<file path="config.mk">
export PLATFORM = sky130hd
export DESIGN_NAME = dsp_multiply_accumulate_datapath
export DESIGN_NICKNAME = d
export VERILOG_FILES = /design/src/hdl/mac_pkg.sv /design/src/hdl/mul_if.sv /design/src/hdl/dsp_multiply_accumulate_datapath.sv /design/src/hdl/mul_scaler.sv
export SDC_FILE = /design/constraint.sdc
export NUM_CORES = 2
export LEC_CHECK = 0
export BUFFER_PORTS_ARGS = -buffer_cell sky130_fd_sc_hd__buf_2
export CAP_MARGIN = 20
export CORE_ASPECT_RATIO = 1.4
export CORE_MARGIN = 2
export CORE_UTILIZATION = 41
export CTS_BUF_LIST = sky130_fd_sc_hd__clkbuf_16
export CTS_CLUSTER_SIZE = 28
export DETAILED_ROUTE_END_ITERATION = 12
export MAX_ROUTING_LAYER = met4
export PLACE_DENSITY_LB_ADDON = 0.12
export SYNTH_ARGS = -nofsm -noshare
export SYNTH_HDL_FRONTEND = slang
export SYNTH_SLANG_ARGS = --single-unit
</file>
<file path="constraint.sdc">
create_clock -name i_clk -period 3.9 [get_ports i_clk]
set_input_delay 0 -clock i_clk [delete_from_list [all_inputs] [get_ports i_clk]]
set_output_delay 0 -clock i_clk [all_outputs]
set_load 0.02 [all_outputs]
</file>
<file path="src/hdl/mac_pkg.sv">
`default_nettype none
package mac_pkg;
    localparam int ACC_W = 40;
    localparam int OPND_W = 16;
    localparam int PROD_W = 33;
    localparam int GUARD_LSB = 32;
    localparam int INT_W = 32;
    localparam logic [39:0] ACC_RESET = 40'h00_0000_0000;
    localparam logic [39:0] SAT31_POS = 40'h00_7fff_ffff;
    localparam logic [39:0] SAT31_NEG = 40'hff_8000_0000;
    localparam logic [39:0] SAT39_POS = 40'h7f_ffff_ffff;
    localparam logic [39:0] SAT39_NEG = 40'h80_0000_0000;

    // Operations selected by the instruction decoder
    typedef enum logic [2:0] {
        OP_NOP     = 3'b000,
        OP_MAC_ADD = 3'b001,
        OP_MAC_SUB = 3'b010,
        OP_ADD_ACC = 3'b011,
        OP_LOAD    = 3'b100,
        OP_INT_MUL = 3'b101
    } op_t;
endpackage
`default_nettype wire

</file>
<file path="src/hdl/mul_if.sv">
`timescale 1ns/1ps
`default_nettype none
interface mul_if;
    logic [15:0] a;
    logic [15:0] b;
    logic a_signed;
    logic b_signed;
    logic frac;
    logic [39:0] product;

    modport calc
    (
        input a, b, a_signed, b_signed, frac,
        output product
    );
    modport user
    (
        output a, b, a_signed, b_signed, frac,
        input product
    );
endinterface
`default_nettype wire

</file>
<file path="src/hdl/dsp_multiply_accumulate_datapath.sv">
// Functional notes
// - Multiplier inputs are 17 bits, zero or sign extended per operand.
// - Scaler gives a fractional 1.31 product or a 32-bit integer product.
// - The 33-bit multiplier result is sign extended to 40 bits.
// - Fractional mode treats operands as Q15, product is 1.31.
// - Same multiplier does signed, unsigned and mixed integer multiplies.
// - Integer product: byte operands give 16 bits, word operands 32 bits.
// - 40-bit adder/subtracter uses one accumulator as source and target.
// - Add and load data may pass the barrel shifter first.
// - One adder input can be zero; the other gets true or inverted data.
// - Addition uses true data with carry input low.
// - Subtraction uses inverted data with active-low borrow input.
// - Overflow out of bit 39 is flagged as destroying the sign.
// - Guard overflow flags when bits 32 to 39 differ.
// - Saturation uses result, overflow, per-accumulator enable and mode bit.
// - Clip flag sets when its accumulator is clamped.
// - Combined flags are the OR of the two per-accumulator flags.
// - Overflow and clip status bits are latched as status outputs.
// - Guard flags are rewritten on every adder operation on their accumulator.
// - Guard overflow with its trap enable raises an arithmetic trap.
`timescale 1ns/1ps
`default_nettype none
module dsp_multiply_accumulate_datapath
    import mac_pkg::*;
(
    // Clock and reset
    input wire logic i_clk,
    input wire logic i_rst,
    // Operation request from the decoder
    input wire logic i_op_valid,
    input wire op_t i_op_code,
    input wire logic i_acc_sel,
    input wire logic [15:0] i_op_a,
    input wire logic [15:0] i_op_b,
    input wire logic i_a_signed,
    input wire logic i_b_signed,
    input wire logic i_byte_mode,
    input wire logic [39:0] i_data,
    input wire logic [4:0] i_shift_amt,
    // Core control bits
    input wire logic i_frac_mode,
    input wire logic [1:0] i_clip_enable,
    input wire logic i_clip_mode_select,
    input wire logic [1:0] i_trap_enable,
    input wire logic [1:0] i_clip_flag_clear,
    // Accumulators and integer result
    output logic [39:0] o_acc_one,
    output logic [39:0] o_acc_two,
    output logic [31:0] o_int_result,
    output logic o_int_valid,
    // Status
    output logic o_accum_one_guard_overflow,
    output logic o_accum_two_guard_overflow,
    output logic o_accum_one_clip_flag,
    output logic o_accum_two_clip_flag,
    output logic o_any_guard_overflow,
    output logic o_any_clip_flag,
    output logic o_sign_lost,
    output logic o_arith_trap
);
    function automatic logic [15:0] ext_byte(input logic [7:0] v,
                                             input logic sgn);
        ext_byte = {{8{sgn & v[7]}}, v};
    endfunction

    function automatic logic bits_differ(input logic [8:0] v);
        bits_differ = (v != 9'h000) && (v != 9'h1ff);
    endfunction

    function automatic logic [39:0] sat_limit(input logic wide,
                                              input logic neg);
        if (wide)
            sat_limit = neg ? SAT39_NEG : SAT39_POS;
        else
            sat_limit = neg ? SAT31_NEG : SAT31_POS;
    endfunction

    mul_if mul_bus ();

    mul_scaler u_mul
    (
        .bus(mul_bus.calc)
    );

    logic is_mac;
    logic is_sub;
    logic is_add;
    logic is_load;
    logic is_int;
    logic exec;

    assign is_sub = (i_op_code == OP_MAC_SUB);
    assign is_mac = (i_op_code == OP_MAC_ADD) || is_sub;
    assign is_add = (i_op_code == OP_ADD_ACC);
    assign is_load = (i_op_code == OP_LOAD);
    assign is_int = (i_op_code == OP_INT_MUL);
    assign exec = i_op_valid && (is_mac || is_add || is_load);

    // Multiplier operands
    assign mul_bus.a = (is_int && i_byte_mode)
        ? ext_byte(i_op_a[7:0], i_a_signed) : i_op_a;
    assign mul_bus.b = (is_int && i_byte_mode)
        ? ext_byte(i_op_b[7:0], i_b_signed) : i_op_b;
    assign mul_bus.a_signed = i_a_signed;
    assign mul_bus.b_signed = i_b_signed;
    assign mul_bus.frac = i_frac_mode && !is_int;

    // Barrel shifter: positive count shifts right, negative shifts left
    logic [4:0] shl_cnt;
    logic [39:0] shifted;

    assign shl_cnt = 5'h00 - i_shift_amt;
    assign shifted = i_shift_amt[4] ? (i_data << shl_cnt)
        : 40'($signed(i_data) >>> i_shift_amt);

    // Adder/subtracter
    logic [39:0] acc_reg [2];
    logic [39:0] acc_src;
    logic [39:0] operand;
    logic [39:0] a_side;
    logic [39:0] b_side;
    logic [40:0] sum41;
    logic [39:0] raw;
    logic carry_into39;
    logic cat_ovf;
    logic guard_ovf;
    logic bit31_ovf;
    logic true_neg;
    logic clip_en;
    logic need_clip;
    logic [39:0] result;

    assign acc_src = i_acc_sel ? acc_reg[1] : acc_reg[0];
    assign operand = is_mac ? mul_bus.product : shifted;
    assign a_side = is_load ? ACC_RESET : acc_src;
    assign b_side = is_sub ? ~operand : operand;
    // Carry in low for add; low borrow (carry 1) for subtract
    assign sum41 = {1'b0, a_side} + {1'b0, b_side}
        + {40'h00_0000_0000, is_sub};
    assign raw = sum41[39:0];
    assign carry_into39 = a_side[39] ^ b_side[39] ^ raw[39];
    assign cat_ovf = carry_into39 ^ sum41[40];
    assign guard_ovf = bits_differ({raw[39], raw[39:32]});
    assign bit31_ovf = bits_differ(raw[39:31]);
    // The true sign survives in the operands when bit 39 overflows
    assign true_neg = cat_ovf ? b_side[39] : raw[39];
    assign clip_en = i_clip_enable[i_acc_sel];
    assign need_clip = clip_en && (i_clip_mode_select ? cat_ovf
        : (cat_ovf || bit31_ovf));
    assign result = need_clip ? sat_limit(i_clip_mode_select, true_neg)
        : raw;

    // Per-accumulator state
    logic guard_reg [2];
    logic clip_reg [2];
    logic guard_next [2];
    logic clip_next [2];
    logic trap_hit [2];

    genvar k;
    generate
        for (k = 0; k < 2; k++)
        begin : g_acc
            logic hit;
            logic [39:0] acc_next;

            assign hit = exec && (i_acc_sel == 1'(k));
            assign acc_next = hit ? result : acc_reg[k];
            assign guard_next[k] = hit ? guard_ovf : guard_reg[k];
            // Hardware set wins over a clear in the same cycle
            assign clip_next[k] = (hit && need_clip)
                || (clip_reg[k] && !i_clip_flag_clear[k]);
            assign trap_hit[k] = hit && guard_ovf && i_trap_enable[k];

            always_ff @(posedge i_clk or posedge i_rst)
            begin
                if (i_rst)
                begin
                    acc_reg[k] <= ACC_RESET;
                    guard_reg[k] <= 1'b0;
                    clip_reg[k] <= 1'b0;
                end
                else
                begin
                    acc_reg[k] <= acc_next;
                    guard_reg[k] <= guard_next[k];
                    clip_reg[k] <= clip_next[k];
                end
            end
        end
    endgenerate

    // Summary status, integer result and trap
    logic any_guard_reg;
    logic any_clip_reg;
    logic sign_lost_reg;
    logic trap_reg;
    logic [31:0] int_result_reg;
    logic int_valid_reg;
    logic [31:0] int_next;

    assign int_next = i_byte_mode ? {16'h0000, mul_bus.product[15:0]}
        : mul_bus.product[31:0];

    always_ff @(posedge i_clk or posedge i_rst)
    begin
        if (i_rst)
        begin
            any_guard_reg <= 1'b0;
            any_clip_reg <= 1'b0;
            sign_lost_reg <= 1'b0;
            trap_reg <= 1'b0;
            int_result_reg <= 32'h0000_0000;
            int_valid_reg <= 1'b0;
        end
        else
        begin
            any_guard_reg <= guard_next[0] | guard_next[1];
            any_clip_reg <= clip_next[0] | clip_next[1];
            sign_lost_reg <= exec ? cat_ovf : sign_lost_reg;
            trap_reg <= trap_hit[0] | trap_hit[1];
            int_valid_reg <= i_op_valid && is_int;
            if (i_op_valid && is_int)
                int_result_reg <= int_next;
        end
    end

    assign o_acc_one = acc_reg[0];
    assign o_acc_two = acc_reg[1];
    assign o_accum_one_guard_overflow = guard_reg[0];
    assign o_accum_two_guard_overflow = guard_reg[1];
    assign o_accum_one_clip_flag = clip_reg[0];
    assign o_accum_two_clip_flag = clip_reg[1];
    assign o_any_guard_overflow = any_guard_reg;
    assign o_any_clip_flag = any_clip_reg;
    assign o_sign_lost = sign_lost_reg;
    assign o_arith_trap = trap_reg;
    assign o_int_result = int_result_reg;
    assign o_int_valid = int_valid_reg;
endmodule // dsp_multiply_accumulate_datapath
`default_nettype wire

</file>
<file path="src/hdl/mul_scaler.sv">
`timescale 1ns/1ps
`default_nettype none
module mul_scaler
(
    mul_if.calc bus
);
    logic signed [16:0] a17;
    logic signed [16:0] b17;
    logic signed [33:0] full;
    logic [32:0] scaled;

    assign a17 = {bus.a_signed & bus.a[15], bus.a};
    assign b17 = {bus.b_signed & bus.b[15], bus.b};
    assign full = a17 * b17;
    // Fractional result drops the duplicate sign bit
    assign scaled = bus.frac ? {full[31:0], 1'b0} : full[32:0];
    assign bus.product = {{7{scaled[32]}}, scaled};
endmodule // mul_scaler
`default_nettype wire

</file>
== Yosys cells after proc, flatten, opt, wreduce, memory -nomap -nowiden ==
Cells that the tools add are included.

* $add $sub $neg: 3
* $mul: 1
* Div/mod/pow operators: 0
* $lt $le $gt $ge: 1
* Equality and inequality tests: 7
* Shift-type cells: 2
* Multiplexer cells: 19
* Bitwise logic cells: 12
* Reduce and logical (&&, ||, !) cells: 28

{| class="wikitable"
|+ Operator list
! cell !! count
|-
| two-way mux 40 bit || 9
|-
| adder 40 x 40 -> 41 bit || 1
|-
| adder 41 x 1 -> 41 bit || 1
|-
| NOT 40 bit || 1
|-
| << shifter 40 x 5 -> 40 bit || 1
|-
| >>> shifter 40 x 5 -> 40 bit || 1
|-
| multiplier 17 x 17 -> 33 bit || 1
|-
| two-way mux 33 bit || 1
|-
| two-way mux 16 bit || 2
|-
| two-way mux 32 bit || 1
|-
| != test 9 bit (second input constant) || 2
|-
| nonzero test 9 bit || 2
|-
| logical AND 1 bit || 17
|-
| equality test 3 x 2 -> 1 bit (second input constant) || 2
|-
| equality test 3 bit (second input constant) || 2
|-
| logical OR 1 bit || 6
|-
| two-way mux 1 bit || 6
|-
| subtractor 1 x 5 -> 5 bit (first input constant) || 1
|-
| bitwise AND 1 bit || 4
|-
| equality test 3 x 1 -> 1 bit (second input constant) || 1
|-
| logical NOT 1 bit || 3
|-
| bitwise OR 1 bit || 3
|-
| XOR 1 bit || 3
|-
| less-than comparator 1 x 2 -> 1 bit (second input constant) || 1
|-
| NOT 1 bit || 1
|}

* Register bits: 121
* Bits in latches: 0
* Bits in writable memories: 0
* Memory bits (read-only): 0
* Bits of input ports: 95
* Output and inout port bits: 121
* Logic and storage cells: 85
* Memories: 0

== Longest topological paths before layout ==
* Word-level depth: 19
* Depth in mapped cells: 48
* Depth with buffers taken out: 42

== Modules after synthesis ==
From an unflattened synthesis, not the netlist that was laid out.

* Cell total of the unflattened synthesis: 2,954
* Area, all modules: 24,612.4 um2

{| class="wikitable"
|+ Modules (own cells, without submodules)
! module !! times used !! cells an instance !! area each (um2) !! seq. area each (um2)
|-
| dsp_multiply_accumulate_datapath || 1 || 1,711 || 13,410.4 || 3,027.9
|-
| mul_scaler || 1 || 1,243 || 11,202.0 || 0.0
|}

== Worst setup path before layout ==
OpenSTA, ideal clock, no wires.

* Path type: in2reg
* Start point: input port i_op_code[0]
* End point: register acc_reg, in the netlist o_acc_two[31]
* Library setup time: 0.142 ns
* Arrival: 9.931 ns
* Required time: 3.758 ns
* Setup slack: -6.172 ns
* Cell stages on the path: 47
* Buffers on the path: 6
* Cells stage by stage: buf_2 nand4b_4 buf_2 nor2_1 clkbuf_1 a21o_1 clkbuf_1 nand2_1 fa_1 inv_1 fa_1 inv_1 fa_1 inv_1 fa_1 fa_1 inv_1 fa_1 [... 11 more ...] nand3_1 o21ai_0 xnor2_1 ha_1 clkbuf_1 nand4_1 nor4_1 o2111ai_1 and3_1 a21oi_1 xnor2_1 nor3_1 and4b_1 and3_1 o211a_1 nor4b_4 buf_6 a211oi_1

* Cells in the longest elaborated chain, start to end: 17
* Elaborated cells on any way between the ends: 39
* Classes of those cells: 2 x add/sub; 1 x mul; 6 x eq/ne; 12 x mux; 6 x bitwise; 12 x reduce/logical

{| class="wikitable"
|+ Ends and longest elaborated chain
! item !! line !! source
|-
| start: declaration || dsp_multiply_accumulate_datapath.sv:31 || <nowiki>input wire op_t i_op_code,</nowiki>
|-
| equality test 3 bit || dsp_multiply_accumulate_datapath.sv:96 || <nowiki>assign is_int = (i_op_code == OP_INT_MUL);</nowiki>
|-
| logical AND 1 bit || dsp_multiply_accumulate_datapath.sv:100, dsp_multiply_accumulate_datapath.sv:102 ||
|-
| two-way mux 16 bit (on tied branches) || dsp_multiply_accumulate_datapath.sv:101, dsp_multiply_accumulate_datapath.sv:103 ||
|-
| bitwise AND 1 bit (on tied branches) || mul_scaler.sv:12, mul_scaler.sv:13 ||
|-
| multiplier 17 x 17 -> 33 bit || mul_scaler.sv:14 || <nowiki>assign full = a17 * b17;</nowiki>
|-
| two-way mux 33 bit || mul_scaler.sv:16 || <nowiki>assign scaled = bus.frac ? {full[31:0], 1'b0} : full[32:0];</nowiki>
|-
| two-way mux 40 bit || dsp_multiply_accumulate_datapath.sv:134 || <nowiki>assign operand = is_mac ? mul_bus.product : shifted;</nowiki>
|-
| NOT 40 bit || dsp_multiply_accumulate_datapath.sv:136 || <nowiki>assign b_side = is_sub ? ~operand : operand;</nowiki>
|-
| two-way mux 40 bit || dsp_multiply_accumulate_datapath.sv:136 ||
|-
| adder 40 x 40 -> 41 bit || dsp_multiply_accumulate_datapath.sv:138 || <nowiki>assign sum41 = {1'b0, a_side} + {1'b0, b_side}</nowiki>
|-
| adder 41 x 1 -> 41 bit || dsp_multiply_accumulate_datapath.sv:139 || <nowiki>+ {40'h00_0000_0000, is_sub};</nowiki>
|-
| != test 9 bit (tied with other cells) || dsp_multiply_accumulate_datapath.sv:67 || <nowiki>bits_differ = (v != 9'h000) && (v != 9'h1ff);</nowiki>
|-
| logical AND 1 bit / XOR 1 bit (equally long branches) || dsp_multiply_accumulate_datapath.sv:67, dsp_multiply_accumulate_datapath.sv:142 ||
|-
| logical OR 1 bit / two-way mux 1 bit (equally long branches) || dsp_multiply_accumulate_datapath.sv:149, dsp_multiply_accumulate_datapath.sv:146 ||
|-
| two-way mux 1 bit (tied with other cells) || dsp_multiply_accumulate_datapath.sv:148 || <nowiki>assign need_clip = clip_en && (i_clip_mode_select ? cat_ovf</nowiki>
|-
| logical AND 1 bit / two-way mux 40 bit (equally long branches) || dsp_multiply_accumulate_datapath.sv:148, dsp_multiply_accumulate_datapath.sv:72 ||
|-
| two-way mux 40 bit || dsp_multiply_accumulate_datapath.sv:150 || <nowiki>assign result = need_clip ? sat_limit(i_clip_mode_select, true_neg)</nowiki>
|-
| end signal: indexed assignment || dsp_multiply_accumulate_datapath.sv:185 || <nowiki>acc_reg[k] <= acc_next;</nowiki>
|-
| end: declaration || dsp_multiply_accumulate_datapath.sv:117 || <nowiki>logic [39:0] acc_reg [2];</nowiki>
|}

Several ways; a longest one is shown, not always the timed one.
A chain may end at the register's enable or synchronous reset.

== Worst setup path after layout ==
* Start point: input port i_op_code[1]
* End point: register acc_reg, in the netlist o_acc_one[24]

Same word-level chain as after synthesis.

==> run metrics <==
Max-slew headroom 37.19%; most common cell in the netlist nand2_1; routed wire length 96,550 microns; Core Box Area 58,330 sq um; WS Path Type in2reg; Iteration-0 DRC Markers 1,344; top-area cell type share of the netlist area 24.24%; Clock Latency Late Sink 440 ps; largest net degree at the start of global routing 56; RSZ-0062 raised after global routing yes; First-pass DRT Iterations 6; Max stage delay on crit path 570 ps; Netlist cell types 95; Main synth FF type dfrtp_1; wire length per cell 21.10 microns; CP Capture Type flip-flop; io pins 216; row cnt 105; Clock Sinks 121; CTS tree yes; YS warnings 0; Critical Path AT 9800 ps; FFs w/ async S/R, synth 100.0%; CTS Buffer Depth 2; Mapped Cells 2,902; Synth top cells by count nand2_1, inv_1, fa_1, nor2_1, a21oi_1; Vias 24,986; number of inserted diodes 0; worst setup margin -5582 ps; area added between synthesis and finish 46.01%; initial antenna violation count 0; Period minus WS final 9482 ps; htree depth 4; synth top area cells fa_1, dfrtp_1, nand2_1; number of synthesized register bits 121; GRT Residual Overflow 0; area of the multi-input gates 21,020 sq um; setup violators final 112; clock-pin slew on the worst setup and hold paths 60 ps; Max Slew Vio Count 0; final layout net count 4,322; sequential share of the synthesized area 12.60%; Global Route Usage Sum 31.87%; GP Congestion 0.9755; CTS Buf Count 17; Final Cycle Share 243.1%; HPWL after DPL 79,250 microns; worst slack at placement -6839 ps; layout cells sized above 1 38.55%; Fmax 105.5 MHz; maxcap violations 0; violated checks setup timing; slowest CP cell fa_2; Hold Crit Class in2reg; first-pass GRT wire length 146,000 microns; Post-synth EDFFs 0; clock root cell clkbuf_16; status finished with violations; Worst-Margin Slew 932.2 ps; Mean Syn Cell Area 8.283 sq um; Synth Cell Area 24,040 sq um; Initial Util 41.21%; final hold vios 0; number of global-route vias before repair 26,338; Port Buffers 215; Worst R2R Setup Slack -1200 ps; FF/Latch Area 3028 sq um; Final Skew 16.21 ps; Fin Hold WS 75.28 ps; Die Area 60,610 sq um; Crit Path Max Fanout 6; die outline height 290.5 microns; Required @ worst endpoint 4210 ps; Die Wd 208.6 microns; DRC 0; Routed Antenna Nets 0; filler cell count 5,281; most used cell, CP fa_1; syn nets 3,411; via/cell ratio 5.461; Worst setup SP type primary input; Synth area leader fa_1
==> layer usage <==
layer  track usage [%]  vias up  part of all wire, %
li1                  -    11655                    -
met1             33.35    12346                   36
met2             59.45      712                   54
met3             1.805      273                  2.7
met4             17.70        0                  6.7
met5                 -        -                    0
==> stage by stage <==
| stage | cell area, sq um | TNS, ps | std cells | util [%] |
|---|---|---|---|---|
| 6_report | 35100 | -518130 | 4575 | 60.17 |
| 5_1_grt | 35100 | -550990 | 4575 | 60.17 |
| 4_1_cts | 33450 | -517800 | 4527 | 57.35 |
| 3_5_place_dp | 31960 | -641160 | 4453 | 54.78 |
| 3_3_place_gp | 31960 | -626680 | 4453 | 54.78 |
| 2_1_floorplan | 24640 | -469740 | 2902 | - |
==> cell families after synthesis <==
family | after synthesis | synth area share [%]
AOI/OAI and AO/OA | 627 | 17.47
muxes | 161 | 8.979
DFF | 121 | 12.60
adders and majority gates | 414 | 30.64
xor gates and xnor gates | 108 | 4.060
buffers and inverters | 517 | 8.355
and+or+nand+nor | 954 | 17.90
==> placed cells by master (no fill, tap or decap), types with 19 or more instances in the layout <==
cell,netlist,routed
nor2_2,1,19
fa_1,291,276
inv_1,328,312
nand3_1,34,27
buf_4,1,768
a21oi_2,4,25
nor2_1,218,194
o211ai_1,25,25
a21o_1,29,24
nand2_2,1,24
nand4_1,20,20
o21ai_0,141,109
nand2_1,463,436
and2_1,106,99
a211oi_1,63,49
mux2i_1,105,104
o21ai_1,1,19
o311ai_1,15,34
ha_1,123,89
xnor2_1,80,63
a21oi_1,154,124
ha_4,0,31
dfrtp_1,121,121
nor2b_1,21,21
buf_12,0,34
buf_2,15,207
nor3_1,24,19
clkbuf_16,0,23
buf_6,6,50
mux4_2,41,41
==> path summary, 6_finish.rpt <==
kind / startpoint / to / cells past startpoint
max: i_op_code[1] / o_acc_one[24]$_DFFE_PP0P_ / 47
max reg2reg: o_acc_two[0]$_DFFE_PP0P_ / o_acc_one[24]$_DFFE_PP0P_ / 22
min: i_op_valid / o_arith_trap$_DFF_PP0_ / 4
min reg2reg: o_int_result[3]$_DFFE_PP0P_ / o_int_result[3]$_DFFE_PP0P_ / 2
max in group asynchronous: i_rst / o_acc_two[38]$_DFFE_PP0P_ / 4
min in group asynchronous: i_rst / o_acc_one[7]$_DFFE_PP0P_ / 3
==> repair_timing <==
item | CTS | global route
resized for setup | 127 | 254
hold buffers | 6 | 0
gates cloned | 5 | 8
endpoints found under the setup margin | 112 | 113
hold endpoints to repair | 59 | 0
setup buffers | 31 | 41
pin swaps | 61 | 83
==> critical path: cells and delay by family <==
family / cells / cell delay (ps)
adders and majority gates: 8 / 3540
AOI/OAI and AO/OA: 13 / 2540
buffers and inverters: 14 / 1700
and+or+nand+nor: 10 / 1500
xor gates and xnor gates: 1 / 280
muxes: 1 / 190
==> final cells by class <==
cell class                      count  share of cell area (%)
Clock buffer                       17                   1.212
Clock inverter                     15                  0.4314
Inverter                          329                   3.540
Multi-Input combinational cell   2269                   59.89
Sequential cell                   121                   8.627
Tap cell                          749                   2.670
Timing Repair Buffer             1075                   23.63
Power is not shown: default switching activity piles up to over one toggle a cycle in this logic, so the estimate is an artifact.
